## src/pkg/mcit_pkg.sv

```systemverilog
package mcit_pkg;
  // operand addressing classes
  typedef enum logic [2:0] {
    MCIT_OP_NONE, MCIT_OP_WREG, MCIT_OP_IND, MCIT_OP_DIR, MCIT_OP_IMM, MCIT_OP_DATA_POINTER16
  } mcit_opnd_t;
  // instruction length in bytes and cycles
  localparam logic [1:0] MCIT_LEN1 = 2'h1;
  localparam logic [1:0] MCIT_LEN2 = 2'h2;
  localparam logic [1:0] MCIT_LEN3 = 2'h3;
  localparam logic [3:0] MCIT_CYC1 = 4'h1;
  localparam logic [3:0] MCIT_CYC2 = 4'h2;
  localparam logic [3:0] MCIT_CYC3 = 4'h3;
  localparam logic [3:0] MCIT_CYC4 = 4'h4;
  localparam logic [3:0] MCIT_CYC8 = 4'h8;
  // stack pointer reset value
  localparam logic [7:0] MCIT_SP_RESET = 8'h07;
  // direct space split: bit 7 set selects special function registers
  localparam int MCIT_DIR_SFR_BIT = 7;
  // working register bank select position in status word
  localparam int MCIT_BANK_LSB = 3;
  // index register select bit, register number field
  localparam int MCIT_IDX_BIT = 0;
  localparam logic [7:0] MCIT_ONE = 8'h01;
endpackage

```

## src/rtl/mcit_core.sv

```systemverilog
`timescale 1ns/10ps
// Overview of operation
// RQ1 - external move may also write or erase flash; the core only raises o_flash_wr, it has no erase
// RQ2 - register arithmetic: one byte, one cycle
// RQ3 - indirect ram operands: one byte, two cycles
// RQ4 - direct/immediate accumulator ops: two bytes, two cycles
// RQ5 - immediate into direct logic: three bytes, three
// RQ6 - accumulator rotates: one byte, one cycle
// RQ7 - direct to direct move: three, three
// RQ8 - data pointer constant load: three, three
// RQ9 - code byte read: one byte, three cycles
// RQ10 - index external move: one byte, three cycles
// RQ11 - pointer external move: one byte, three cycles
// RQ12 - push and pop: two bytes, two cycles
// RQ13 - low nibble exchange: one byte, two
// RQ14 - immediate into indirect: two bytes, two
// RQ15 - working register: one of eight in bank
// RQ16 - direct address: low ram, high sfr
// RQ17 - stack pointer pre-increments on push, resets 07
// RQ18 - next fetch held until cycle count elapses
module mcit_core (
  // clock and reset
  input wire logic i_mclk,
  input wire logic i_rst,
  // instruction issue
  input wire logic i_valid,
  input wire logic [7:0] i_opcode,
  input wire logic [7:0] i_operand1,
  input wire logic [1:0] i_bank_sel,
  input wire logic [7:0] i_index_r0,
  input wire logic [7:0] i_index_r1,
  input wire logic [15:0] i_data_pointer16,
  input wire logic i_flash_sel,
  // issue handshake and state
  output logic o_ready,
  output logic o_busy,
  output logic o_done,
  output logic [1:0] o_len,
  output logic [3:0] o_cycles,
  // memory access strobes
  output logic [7:0] o_ram_addr,
  output logic o_ram_sel,
  output logic o_sfr_sel,
  output logic [15:0] o_ext_addr,
  output logic o_ext_rd,
  output logic o_ext_wr,
  output logic o_flash_wr,
  output logic o_code_rd,
  output logic o_nib_xchg,
  output logic [7:0] o_stack_pointer
);
  // decoder outputs
  logic [1:0] dec_len;
  logic [3:0] dec_cyc;
  mcit_pkg::mcit_opnd_t dec_opnd;
  logic dec_ext;
  logic dec_extw;
  logic dec_code;
  logic dec_push;
  logic dec_pop;
  logic dec_nib;
  logic take; // new instruction accepted

  // opcode table
  mcit_decode u_decode (
    .i_opcode(i_opcode),
    .o_len(dec_len),
    .o_cycles(dec_cyc),
    .o_opnd(dec_opnd),
    .o_ext_move(dec_ext),
    .o_ext_write(dec_extw),
    .o_code_read(dec_code),
    .o_push(dec_push),
    .o_pop(dec_pop),
    .o_nib_xchg(dec_nib)
  );

  // state registers
  logic [3:0] cnt_reg, cnt_next; // remaining cycles
  logic done_reg, done_next;
  logic [1:0] len_reg, len_next;
  logic [3:0] cyc_reg, cyc_next;
  logic [7:0] addr_reg, addr_next;
  logic ram_reg, ram_next;
  logic sfr_reg, sfr_next;
  logic [15:0] ext_reg, ext_next;
  logic rd_reg, rd_next;
  logic wr_reg, wr_next;
  logic fl_reg, fl_next;
  logic code_reg, code_next;
  logic nib_reg, nib_next;
  logic [7:0] sp_reg, sp_next;
  logic [7:0] idx; // selected index register
  logic [7:0] wreg_addr; // bank-relative register address

  // next fetch only when idle
  assign o_ready = (cnt_reg == 4'h0); // RQ18
  assign take = i_valid & o_ready;
  assign idx = i_opcode[mcit_pkg::MCIT_IDX_BIT] ? i_index_r1 : i_index_r0;
  assign wreg_addr = {3'h0, i_bank_sel, i_opcode[2:0]}; // RQ15

  // next state
  always_comb
  begin
    cnt_next = cnt_reg;
    done_next = 1'b0;
    len_next = len_reg;
    cyc_next = cyc_reg;
    addr_next = addr_reg;
    ram_next = ram_reg;
    sfr_next = sfr_reg;
    ext_next = ext_reg;
    rd_next = rd_reg;
    wr_next = wr_reg;
    fl_next = fl_reg;
    code_next = code_reg;
    nib_next = nib_reg;
    sp_next = sp_reg;
    if (cnt_reg != 4'h0)
    begin
      // count down; last cycle flags completion
      cnt_next = cnt_reg - 4'h1; // RQ18
      done_next = (cnt_reg == 4'h1);
      if (cnt_reg == 4'h1)
      begin
        // drop strobes at end of a multi-cycle instruction; a one-cycle one keeps them until the next take
        ram_next = 1'b0;
        sfr_next = 1'b0;
        rd_next = 1'b0;
        wr_next = 1'b0;
        fl_next = 1'b0;
        code_next = 1'b0;
        nib_next = 1'b0;
      end
    end
    if (take)
    begin
      // hold busy for the listed count, including this cycle
      cnt_next = dec_cyc - 4'h1; // RQ18
      done_next = (dec_cyc == mcit_pkg::MCIT_CYC1);
      len_next = dec_len;
      cyc_next = dec_cyc;
      ram_next = 1'b0;
      sfr_next = 1'b0;
      rd_next = dec_ext & ~dec_extw;
      wr_next = dec_ext & dec_extw & ~i_flash_sel;
      fl_next = dec_ext & dec_extw & i_flash_sel; // RQ1
      code_next = dec_code; // RQ9
      nib_next = dec_nib; // RQ13
      ext_next = (dec_opnd == mcit_pkg::MCIT_OP_DATA_POINTER16) ? i_data_pointer16 : {8'h00, idx}; // RQ10 RQ11
      case (dec_opnd)
        mcit_pkg::MCIT_OP_WREG:
        begin
          addr_next = wreg_addr;
          ram_next = 1'b1;
        end
        mcit_pkg::MCIT_OP_IND:
        begin
          addr_next = idx;
          ram_next = ~dec_ext;
        end
        mcit_pkg::MCIT_OP_DIR:
        begin
          addr_next = i_operand1;
          sfr_next = i_operand1[mcit_pkg::MCIT_DIR_SFR_BIT]; // RQ16
          ram_next = ~i_operand1[mcit_pkg::MCIT_DIR_SFR_BIT]; // RQ16
        end
        default:
        begin
          addr_next = addr_reg;
        end
      endcase
      if (dec_push)
      begin
        // pre-increment the stack pointer on a push
        sp_next = sp_reg + mcit_pkg::MCIT_ONE; // RQ17
      end
      else if (dec_pop)
      begin
        sp_next = sp_reg - mcit_pkg::MCIT_ONE;
      end
    end
  end

  // registers
  always_ff @(posedge i_mclk)
  begin
    if (i_rst)
    begin
      cnt_reg <= 4'h0;
      done_reg <= 1'b0;
      len_reg <= 2'h0;
      cyc_reg <= 4'h0;
      addr_reg <= 8'h00;
      ram_reg <= 1'b0;
      sfr_reg <= 1'b0;
      ext_reg <= 16'h0000;
      rd_reg <= 1'b0;
      wr_reg <= 1'b0;
      fl_reg <= 1'b0;
      code_reg <= 1'b0;
      nib_reg <= 1'b0;
      sp_reg <= mcit_pkg::MCIT_SP_RESET; // RQ17
    end
    else
    begin
      cnt_reg <= cnt_next;
      done_reg <= done_next;
      len_reg <= len_next;
      cyc_reg <= cyc_next;
      addr_reg <= addr_next;
      ram_reg <= ram_next;
      sfr_reg <= sfr_next;
      ext_reg <= ext_next;
      rd_reg <= rd_next;
      wr_reg <= wr_next;
      fl_reg <= fl_next;
      code_reg <= code_next;
      nib_reg <= nib_next;
      sp_reg <= sp_next;
    end
  end

  // outputs
  assign o_busy = (cnt_reg != 4'h0);
  assign o_done = done_reg;
  assign o_len = len_reg;
  assign o_cycles = cyc_reg;
  assign o_ram_addr = addr_reg;
  assign o_ram_sel = ram_reg;
  assign o_sfr_sel = sfr_reg;
  assign o_ext_addr = ext_reg;
  assign o_ext_rd = rd_reg;
  assign o_ext_wr = wr_reg;
  assign o_flash_wr = fl_reg;
  assign o_code_rd = code_reg;
  assign o_nib_xchg = nib_reg;
  assign o_stack_pointer = sp_reg;

  // checks
  chk_no_overlap: assert property (@(posedge i_mclk) disable iff (i_rst) // RQ18
    take && dec_cyc == 4'h3 |=> !o_ready ##1 !o_ready ##1 o_ready)
    else $error("next fetch allowed too early");
  chk_reg_one_cycle: assert property (@(posedge i_mclk) disable iff (i_rst) // RQ2
    take && i_opcode[7:4] == 4'h2 && i_opcode[3] |=> o_ready && o_done && o_len == 2'h1)
    else $error("register add not one cycle");
  chk_ind_two: assert property (@(posedge i_mclk) disable iff (i_rst) // RQ3
    take && i_opcode == 8'h26 |=> o_cycles == 4'h2 && o_len == 2'h1 ##1 o_done)
    else $error("indirect add wrong timing");
  chk_imm_two: assert property (@(posedge i_mclk) disable iff (i_rst) // RQ4
    take && i_opcode == 8'h24 |=> o_len == 2'h2 && o_cycles == 4'h2)
    else $error("immediate add wrong length");
  chk_dir_imm: assert property (@(posedge i_mclk) disable iff (i_rst) // RQ5
    take && i_opcode == 8'h53 |=> o_len == 2'h3 && o_cycles == 4'h3)
    else $error("immediate into direct wrong");
  chk_movdd: assert property (@(posedge i_mclk) disable iff (i_rst) // RQ7
    take && i_opcode == 8'h85 |=> o_len == 2'h3 ##2 o_done)
    else $error("direct move wrong timing");
  chk_flash_wr: assert property (@(posedge i_mclk) disable iff (i_rst) // RQ1
    take && i_opcode == 8'hf0 && i_flash_sel |=> o_flash_wr && !o_ext_wr)
    else $error("flash write not issued");
  chk_push_sp: assert property (@(posedge i_mclk) disable iff (i_rst) // RQ17
    take && i_opcode == 8'hc0 |=> o_stack_pointer == $past(o_stack_pointer) + 8'h01)
    else $error("push did not pre-increment");
  chk_sfr_sel: assert property (@(posedge i_mclk) disable iff (i_rst) // RQ16
    take && i_opcode == 8'he5 |=> o_sfr_sel == $past(i_operand1[7]) && o_ram_sel != o_sfr_sel)
    else $error("direct space split wrong");
endmodule

```

## src/rtl/mcit_decode.sv

```systemverilog
`timescale 1ns/10ps
// combinational opcode table: length, cycle count and operand class
module mcit_decode (
  // opcode in
  input wire logic [7:0] i_opcode,
  // decoded attributes
  output logic [1:0] o_len,
  output logic [3:0] o_cycles,
  output mcit_pkg::mcit_opnd_t o_opnd,
  output logic o_ext_move,
  output logic o_ext_write,
  output logic o_code_read,
  output logic o_push,
  output logic o_pop,
  output logic o_nib_xchg
);
  logic [3:0] lo; // low nibble
  logic [3:0] hi; // high nibble
  assign lo = i_opcode[3:0];
  assign hi = i_opcode[7:4];

  // table lookup by opcode pattern
  always_comb
  begin
    o_len = mcit_pkg::MCIT_LEN1;
    o_cycles = mcit_pkg::MCIT_CYC1;
    o_opnd = mcit_pkg::MCIT_OP_NONE;
    o_ext_move = 1'b0;
    o_ext_write = 1'b0;
    o_code_read = 1'b0;
    o_push = 1'b0;
    o_pop = 1'b0;
    o_nib_xchg = 1'b0;
    // arithmetic / logic / move group by low nibble
    if (lo[3])
    begin
      // working register forms: one byte, one cycle; two bytes, two cycles for high nibble 7, 8, a, b and d
      o_opnd = mcit_pkg::MCIT_OP_WREG; // RQ15
      if (hi == 4'h8 || hi == 4'ha)
      begin
        // direct<->register moves: two bytes
        o_len = mcit_pkg::MCIT_LEN2;
        o_cycles = mcit_pkg::MCIT_CYC2;
      end
      else if (hi == 4'h7)
      begin
        // immediate into register
        o_len = mcit_pkg::MCIT_LEN2;
        o_cycles = mcit_pkg::MCIT_CYC2;
      end
      else if (hi == 4'hb || hi == 4'hd)
      begin
        // branch forms belong elsewhere
        o_len = mcit_pkg::MCIT_LEN2;
        o_cycles = mcit_pkg::MCIT_CYC2;
      end
      else
      begin
        o_len = mcit_pkg::MCIT_LEN1; // RQ2
        o_cycles = mcit_pkg::MCIT_CYC1; // RQ2
      end
    end
    else if (lo[3:1] == 3'h3)
    begin
      // indirect ram operand: one byte, two cycles; two bytes for high nibble 7, 8 and a
      o_opnd = mcit_pkg::MCIT_OP_IND;
      o_len = mcit_pkg::MCIT_LEN1; // RQ3
      o_cycles = mcit_pkg::MCIT_CYC2; // RQ3
      if (hi == 4'h7 || hi == 4'h8 || hi == 4'ha)
      begin
        // immediate or direct into indirect location
        o_len = mcit_pkg::MCIT_LEN2; // RQ14
      end
      if (hi == 4'hd)
      begin
        o_nib_xchg = 1'b1; // RQ13
      end
    end
    else if (lo == 4'h5)
    begin
      // direct operand: two bytes two cycles, three bytes three cycles for high nibble 7 and 8
      o_opnd = mcit_pkg::MCIT_OP_DIR;
      o_len = mcit_pkg::MCIT_LEN2; // RQ4
      o_cycles = mcit_pkg::MCIT_CYC2; // RQ4
      if (hi == 4'h8)
      begin
        // direct to direct move
        o_len = mcit_pkg::MCIT_LEN3; // RQ7
        o_cycles = mcit_pkg::MCIT_CYC3; // RQ7
      end
      else if (hi == 4'h7)
      begin
        // immediate into direct byte: three bytes three cycles
        o_len = mcit_pkg::MCIT_LEN3;
        o_cycles = mcit_pkg::MCIT_CYC3;
      end
    end
    else if (lo == 4'h4)
    begin
      // immediate or accumulator-only forms
      o_opnd = mcit_pkg::MCIT_OP_IMM;
      if (hi >= 4'h2 && hi <= 4'h7 || hi == 4'h9)
      begin
        o_len = mcit_pkg::MCIT_LEN2; // RQ4
        o_cycles = mcit_pkg::MCIT_CYC2; // RQ4
      end
      else if (hi == 4'ha)
      begin
        o_cycles = mcit_pkg::MCIT_CYC4;
      end
      else if (hi == 4'h8)
      begin
        o_cycles = mcit_pkg::MCIT_CYC8;
      end
      else if (hi == 4'hf)
      begin
        o_cycles = mcit_pkg::MCIT_CYC2;
      end
      else
      begin
        // inc, dec, swap, clr, da: one byte one cycle
        o_opnd = mcit_pkg::MCIT_OP_NONE;
        o_cycles = mcit_pkg::MCIT_CYC1; // RQ2
      end
    end
    else if (lo[3:1] == 3'h1 && (hi == 4'he || hi == 4'hf))
    begin
      // external move with 8-bit index address, no ram access
      o_opnd = mcit_pkg::MCIT_OP_IND;
      o_ext_move = 1'b1; // RQ10
      o_ext_write = hi[0];
      o_cycles = mcit_pkg::MCIT_CYC3; // RQ10
    end
    else if (lo == 4'h3 && hi >= 4'h4 && hi <= 4'h6)
    begin
      // logic immediate into direct byte
      o_opnd = mcit_pkg::MCIT_OP_DIR;
      o_len = mcit_pkg::MCIT_LEN3; // RQ5
      o_cycles = mcit_pkg::MCIT_CYC3; // RQ5
    end
    else if (lo == 4'h2 && hi >= 4'h4 && hi <= 4'h6)
    begin
      // logic accumulator into direct byte
      o_opnd = mcit_pkg::MCIT_OP_DIR;
      o_len = mcit_pkg::MCIT_LEN2;
      o_cycles = mcit_pkg::MCIT_CYC2;
    end
    else if (lo == 4'h3 && (hi == 4'h8 || hi == 4'h9))
    begin
      // code byte read, pc or data pointer relative
      o_code_read = 1'b1;
      o_len = mcit_pkg::MCIT_LEN1; // RQ9
      o_cycles = mcit_pkg::MCIT_CYC3; // RQ9
    end
    else if (lo == 4'h3 && hi == 4'ha)
    begin
      // increment data pointer
      o_opnd = mcit_pkg::MCIT_OP_DATA_POINTER16;
    end
    else if (lo == 4'h0 && (hi == 4'he || hi == 4'hf))
    begin
      // external move via 16-bit data pointer
      o_opnd = mcit_pkg::MCIT_OP_DATA_POINTER16;
      o_ext_move = 1'b1; // RQ11
      o_ext_write = hi[0];
      o_cycles = mcit_pkg::MCIT_CYC3; // RQ11
    end
    else if (lo == 4'h0 && (hi == 4'hc || hi == 4'hd))
    begin
      // stack push or pop of a direct byte
      o_opnd = mcit_pkg::MCIT_OP_DIR;
      o_push = ~hi[0];
      o_pop = hi[0];
      o_len = mcit_pkg::MCIT_LEN2; // RQ12
      o_cycles = mcit_pkg::MCIT_CYC2; // RQ12
    end
    else if (lo == 4'h0 && hi == 4'h9)
    begin
      // load data pointer with constant
      o_opnd = mcit_pkg::MCIT_OP_DATA_POINTER16;
      o_len = mcit_pkg::MCIT_LEN3; // RQ8
      o_cycles = mcit_pkg::MCIT_CYC3; // RQ8
    end
    else if (lo == 4'h3 && (hi == 4'h0 || hi == 4'h1 || hi == 4'h2 || hi == 4'h3))
    begin
      // accumulator rotates with or without carry
      o_len = mcit_pkg::MCIT_LEN1; // RQ6
      o_cycles = mcit_pkg::MCIT_CYC1; // RQ6
    end
  end
endmodule

```

## config.mk

```make
export PLATFORM = sky130hd
export DESIGN_NAME = mcit_core
export DESIGN_NICKNAME = d
export VERILOG_FILES = /design/src/pkg/mcit_pkg.sv /design/src/rtl/mcit_core.sv /design/src/rtl/mcit_decode.sv
export SDC_FILE = /design/constraint.sdc
export NUM_CORES = 1
export LEC_CHECK = 0
export BUFFER_PORTS_ARGS = -buffer_cell sky130_fd_sc_hd__buf_2
export CAP_MARGIN = 20
export CORE_UTILIZATION = 52
export CTS_CLUSTER_SIZE = 24
export DETAILED_ROUTE_END_ITERATION = 6
export PLACE_DENSITY = 0.93
export REMOVE_ABC_BUFFERS = 1
export SYNTH_ARGS = -nofsm -noshare
export SYNTH_HDL_FRONTEND = slang
export SYNTH_SLANG_ARGS = --single-unit
```

## constraint.sdc

```tcl
create_clock -name i_mclk -period 3.2 [get_ports i_mclk]
set_input_delay 0.16 -clock i_mclk [delete_from_list [all_inputs] [get_ports i_mclk]]
set_output_delay 0.16 -clock i_mclk [all_outputs]
set_load 0.005 [all_outputs]
```

==> flow_metrics.tcl <==
set metrics [dict create \
    fillers 507 \
    avgSynthCellArea_um2 8.12 \
    required_ns 3.45 \
    min_period_ns 2.64 \
    fin_ws_ns 0.555 \
    drive_above_1_share_pct 30.8 \
    yosysWarnings 0 \
    drc 0 \
    core_area_mm2 0.00596 \
    synth_top_area_cell "dfxtp_1" \
    gp_congestion 1.02 \
    grt_antenna_before_repair 0 \
    fp-row-count 28 \
    numCtsBuffers 5 \
    rsz0062_at_grt "false" \
    fin_area_mm2 0.00382 \
    start_kind "input pin" \
    endpoint_kind "flip-flop" \
    vias 3395 \
    multi_input_area_mm2 0.00203 \
    ios 102 \
    setup_tns_ns 0 \
    die_height_um 80.7 \
    finClkSkew_ns 0.0120 \
    clockRootBuffer "clkbuf_8" \
    grt-ovfl-total 0 \
    syn_inst 397 \
    fin_crit_sh_pct 82.6 \
    setup-violations-final 0 \
    die_w_um 80.7 \
    hold_buffers 0 \
    n_antenna_cell 0 \
    netlist_area_mm2 0.00322 \
    post-place-ws_ns 0.274 \
    finalMaxSlewViolations 0 \
    clock-sinks 50 \
    ir_worst_vdd_uv 365 \
    tightest_slew_ns 0.808 \
    synth_async_sr_flop_share_pct 0 \
    dr.pass1.iters 5 \
    nets 551 \
    io_buffers 101 \
    power_mw 1.88 \
    ys_types 69 \
    placed_area_mm2 0.00374 \
    dr.first_iter.drc_count 463 \
    status "finished, final reports clean" \
    critPathArrivalTime_ns 2.89 \
    wire_per_inst_um 16.1 \
    synth_top_cell_area_share_pct 31.1 \
    ctsResizeCount 0 \
    yosysMostFrequentCell "dfxtp_1" \
    largest_reg_flops 16 \
    hold_viol 0 \
    synth.area.top_cells "dfxtp_1 (31%), a21oi_1 (5.9%), nand2_1 (5.1%)" \
    dominantRegCellSynth "dfxtp_1" \
    area_growth_pct 18.6 \
    cts_tree "done" \
    clock_path_buffers 2 \
    clkSlewWorstSetupHoldPaths_ns 0.09 \
    maxSlewHeadroom_pct 46.0 \
    h-tree-depth 2 \
    final_core_util_pct 64.2 \
    grt_usage_pct 28.5 \
    grt_max_degree 32 \
    fmax_mhz 378 \
    post_cts_buffers 0 \
    seq_area_mm2 0.00100 \
    hpwl_um 6580 \
    finalWirelength_um 9040 \
    vias_per_cell 6.04 \
    synth_common_cells "dfxtp_1 (50), nand2_1 (44), a21oi_1 (38), nor2_1 (28)" \
    hold_class "in2reg" \
    ys_seq_elements 50 \
    initial_core_util_pct 54.1 \
    leakage_nw 1.66 \
    dieArea_mm2 0.00652 \
    path_max_fanout 7 \
    p_per_area_mw_per_mm2 492 \
    final_antenna_net_count 0 \
    clk_latency_ns 0.32 \
    maxCapViolCount 0 \
    yosysSeqAreaShare_pct 31.1 \
    grt_pass1_wl_um 14500 \
    setup.worst_path.class "in2reg" \
    grt_pass1_vias 3157 \
    synth_edf_count 0 \
]
==> stage by stage <==
| stage | hold WS [ns] | cells |
|---|---|---|
| 6_report | 0.0941 | 562 |
| 4_1_cts | 0.0849 | 562 |
| 3_5_place_dp | 0.427 | 554 |
| 5_1_grt | 0.0947 | 562 |
| 3_3_place_gp | 0.421 | 554 |
| 2_1_floorplan | 0.222 | 370 |
==> path summary, 6_finish.rpt <==
kind              slack (ns)                              end  depth (start not counted)                         from
setup reg to reg        0.96       o_ram_addr[5]$_SDFFE_PP0P_                          9      cnt_reg[0]$_SDFFE_PP0P_
hold / removal          0.09      o_ext_addr[14]$_SDFFE_PP0P_                          3         i_data_pointer16[14]
setup / recovery        0.56  o_stack_pointer[7]$_SDFFE_PP0P_                         11                  i_opcode[3]
hold reg to reg         0.45      o_ext_addr[13]$_SDFFE_PP0P_                          2  o_ext_addr[13]$_SDFFE_PP0P_
==> worst max-delay path, stage by stage <==
cell      delay [ns]
buf_2           0.11
or2_2           0.36
nor3_4          0.30
nand3_1         0.30
ha_1            0.37
a21oi_1         0.20
o211ai_1        0.16
o41ai_1         0.36
xnor2_1         0.12
or3_1           0.31
a21oi_1         0.14
==> cell type report <==
| class | instances | share of cell area [%] |
|---|---|---|
| inverter | 13 | 1.28 |
| multi-input combinational | 307 | 53.0 |
| clock inverter | 2 | 0.360 |
| tap | 75 | 2.45 |
| sequential | 50 | 26.2 |
| timing repair buffer | 109 | 14.8 |
| clock buffer | 6 | 1.90 |
==> layout by cell type, fill, tap and decap left out, drive strengths merged, types with 9 or more instances in the layout <==
master  Yosys  layout
nand3      19      19
nand2b      9       9
buf        18     109
nor2       29      29
ha         10      10
nor3       10      10
mux2i      11      11
o21ai      21      21
nand3b     11      11
a21oi      44      44
inv        13      13
dfxtp      50      50
nand2      48      48
==> kinds of logic after synthesis <==
logic type,count (synthesis),share of synthesized area (%)
muxes,16,5.16
DFF,50,31.1
and+or+nand+nor,156,26.6
buffers and inverters,40,6.02
xor gates and xnor gates,8,2.17
adders and majority gates,12,4.81
AOI/OAI and AO/OA,115,24.2
==> power by group <==
part           switching [mW]  total (mW)  internal (mW)
clock                   0.219       0.374          0.155
combinational           0.449       0.739          0.290
sequential             0.0527       0.768          0.715
total                   0.721        1.88           1.16
==> per-layer routing <==
metal	routed length (um)	global-route usage, %
met1	3630	36.7
met2	4430	45.5
met4	278	13.8
met3	702	5.73
met5	0	0
(Power assumes the default switching activity.)
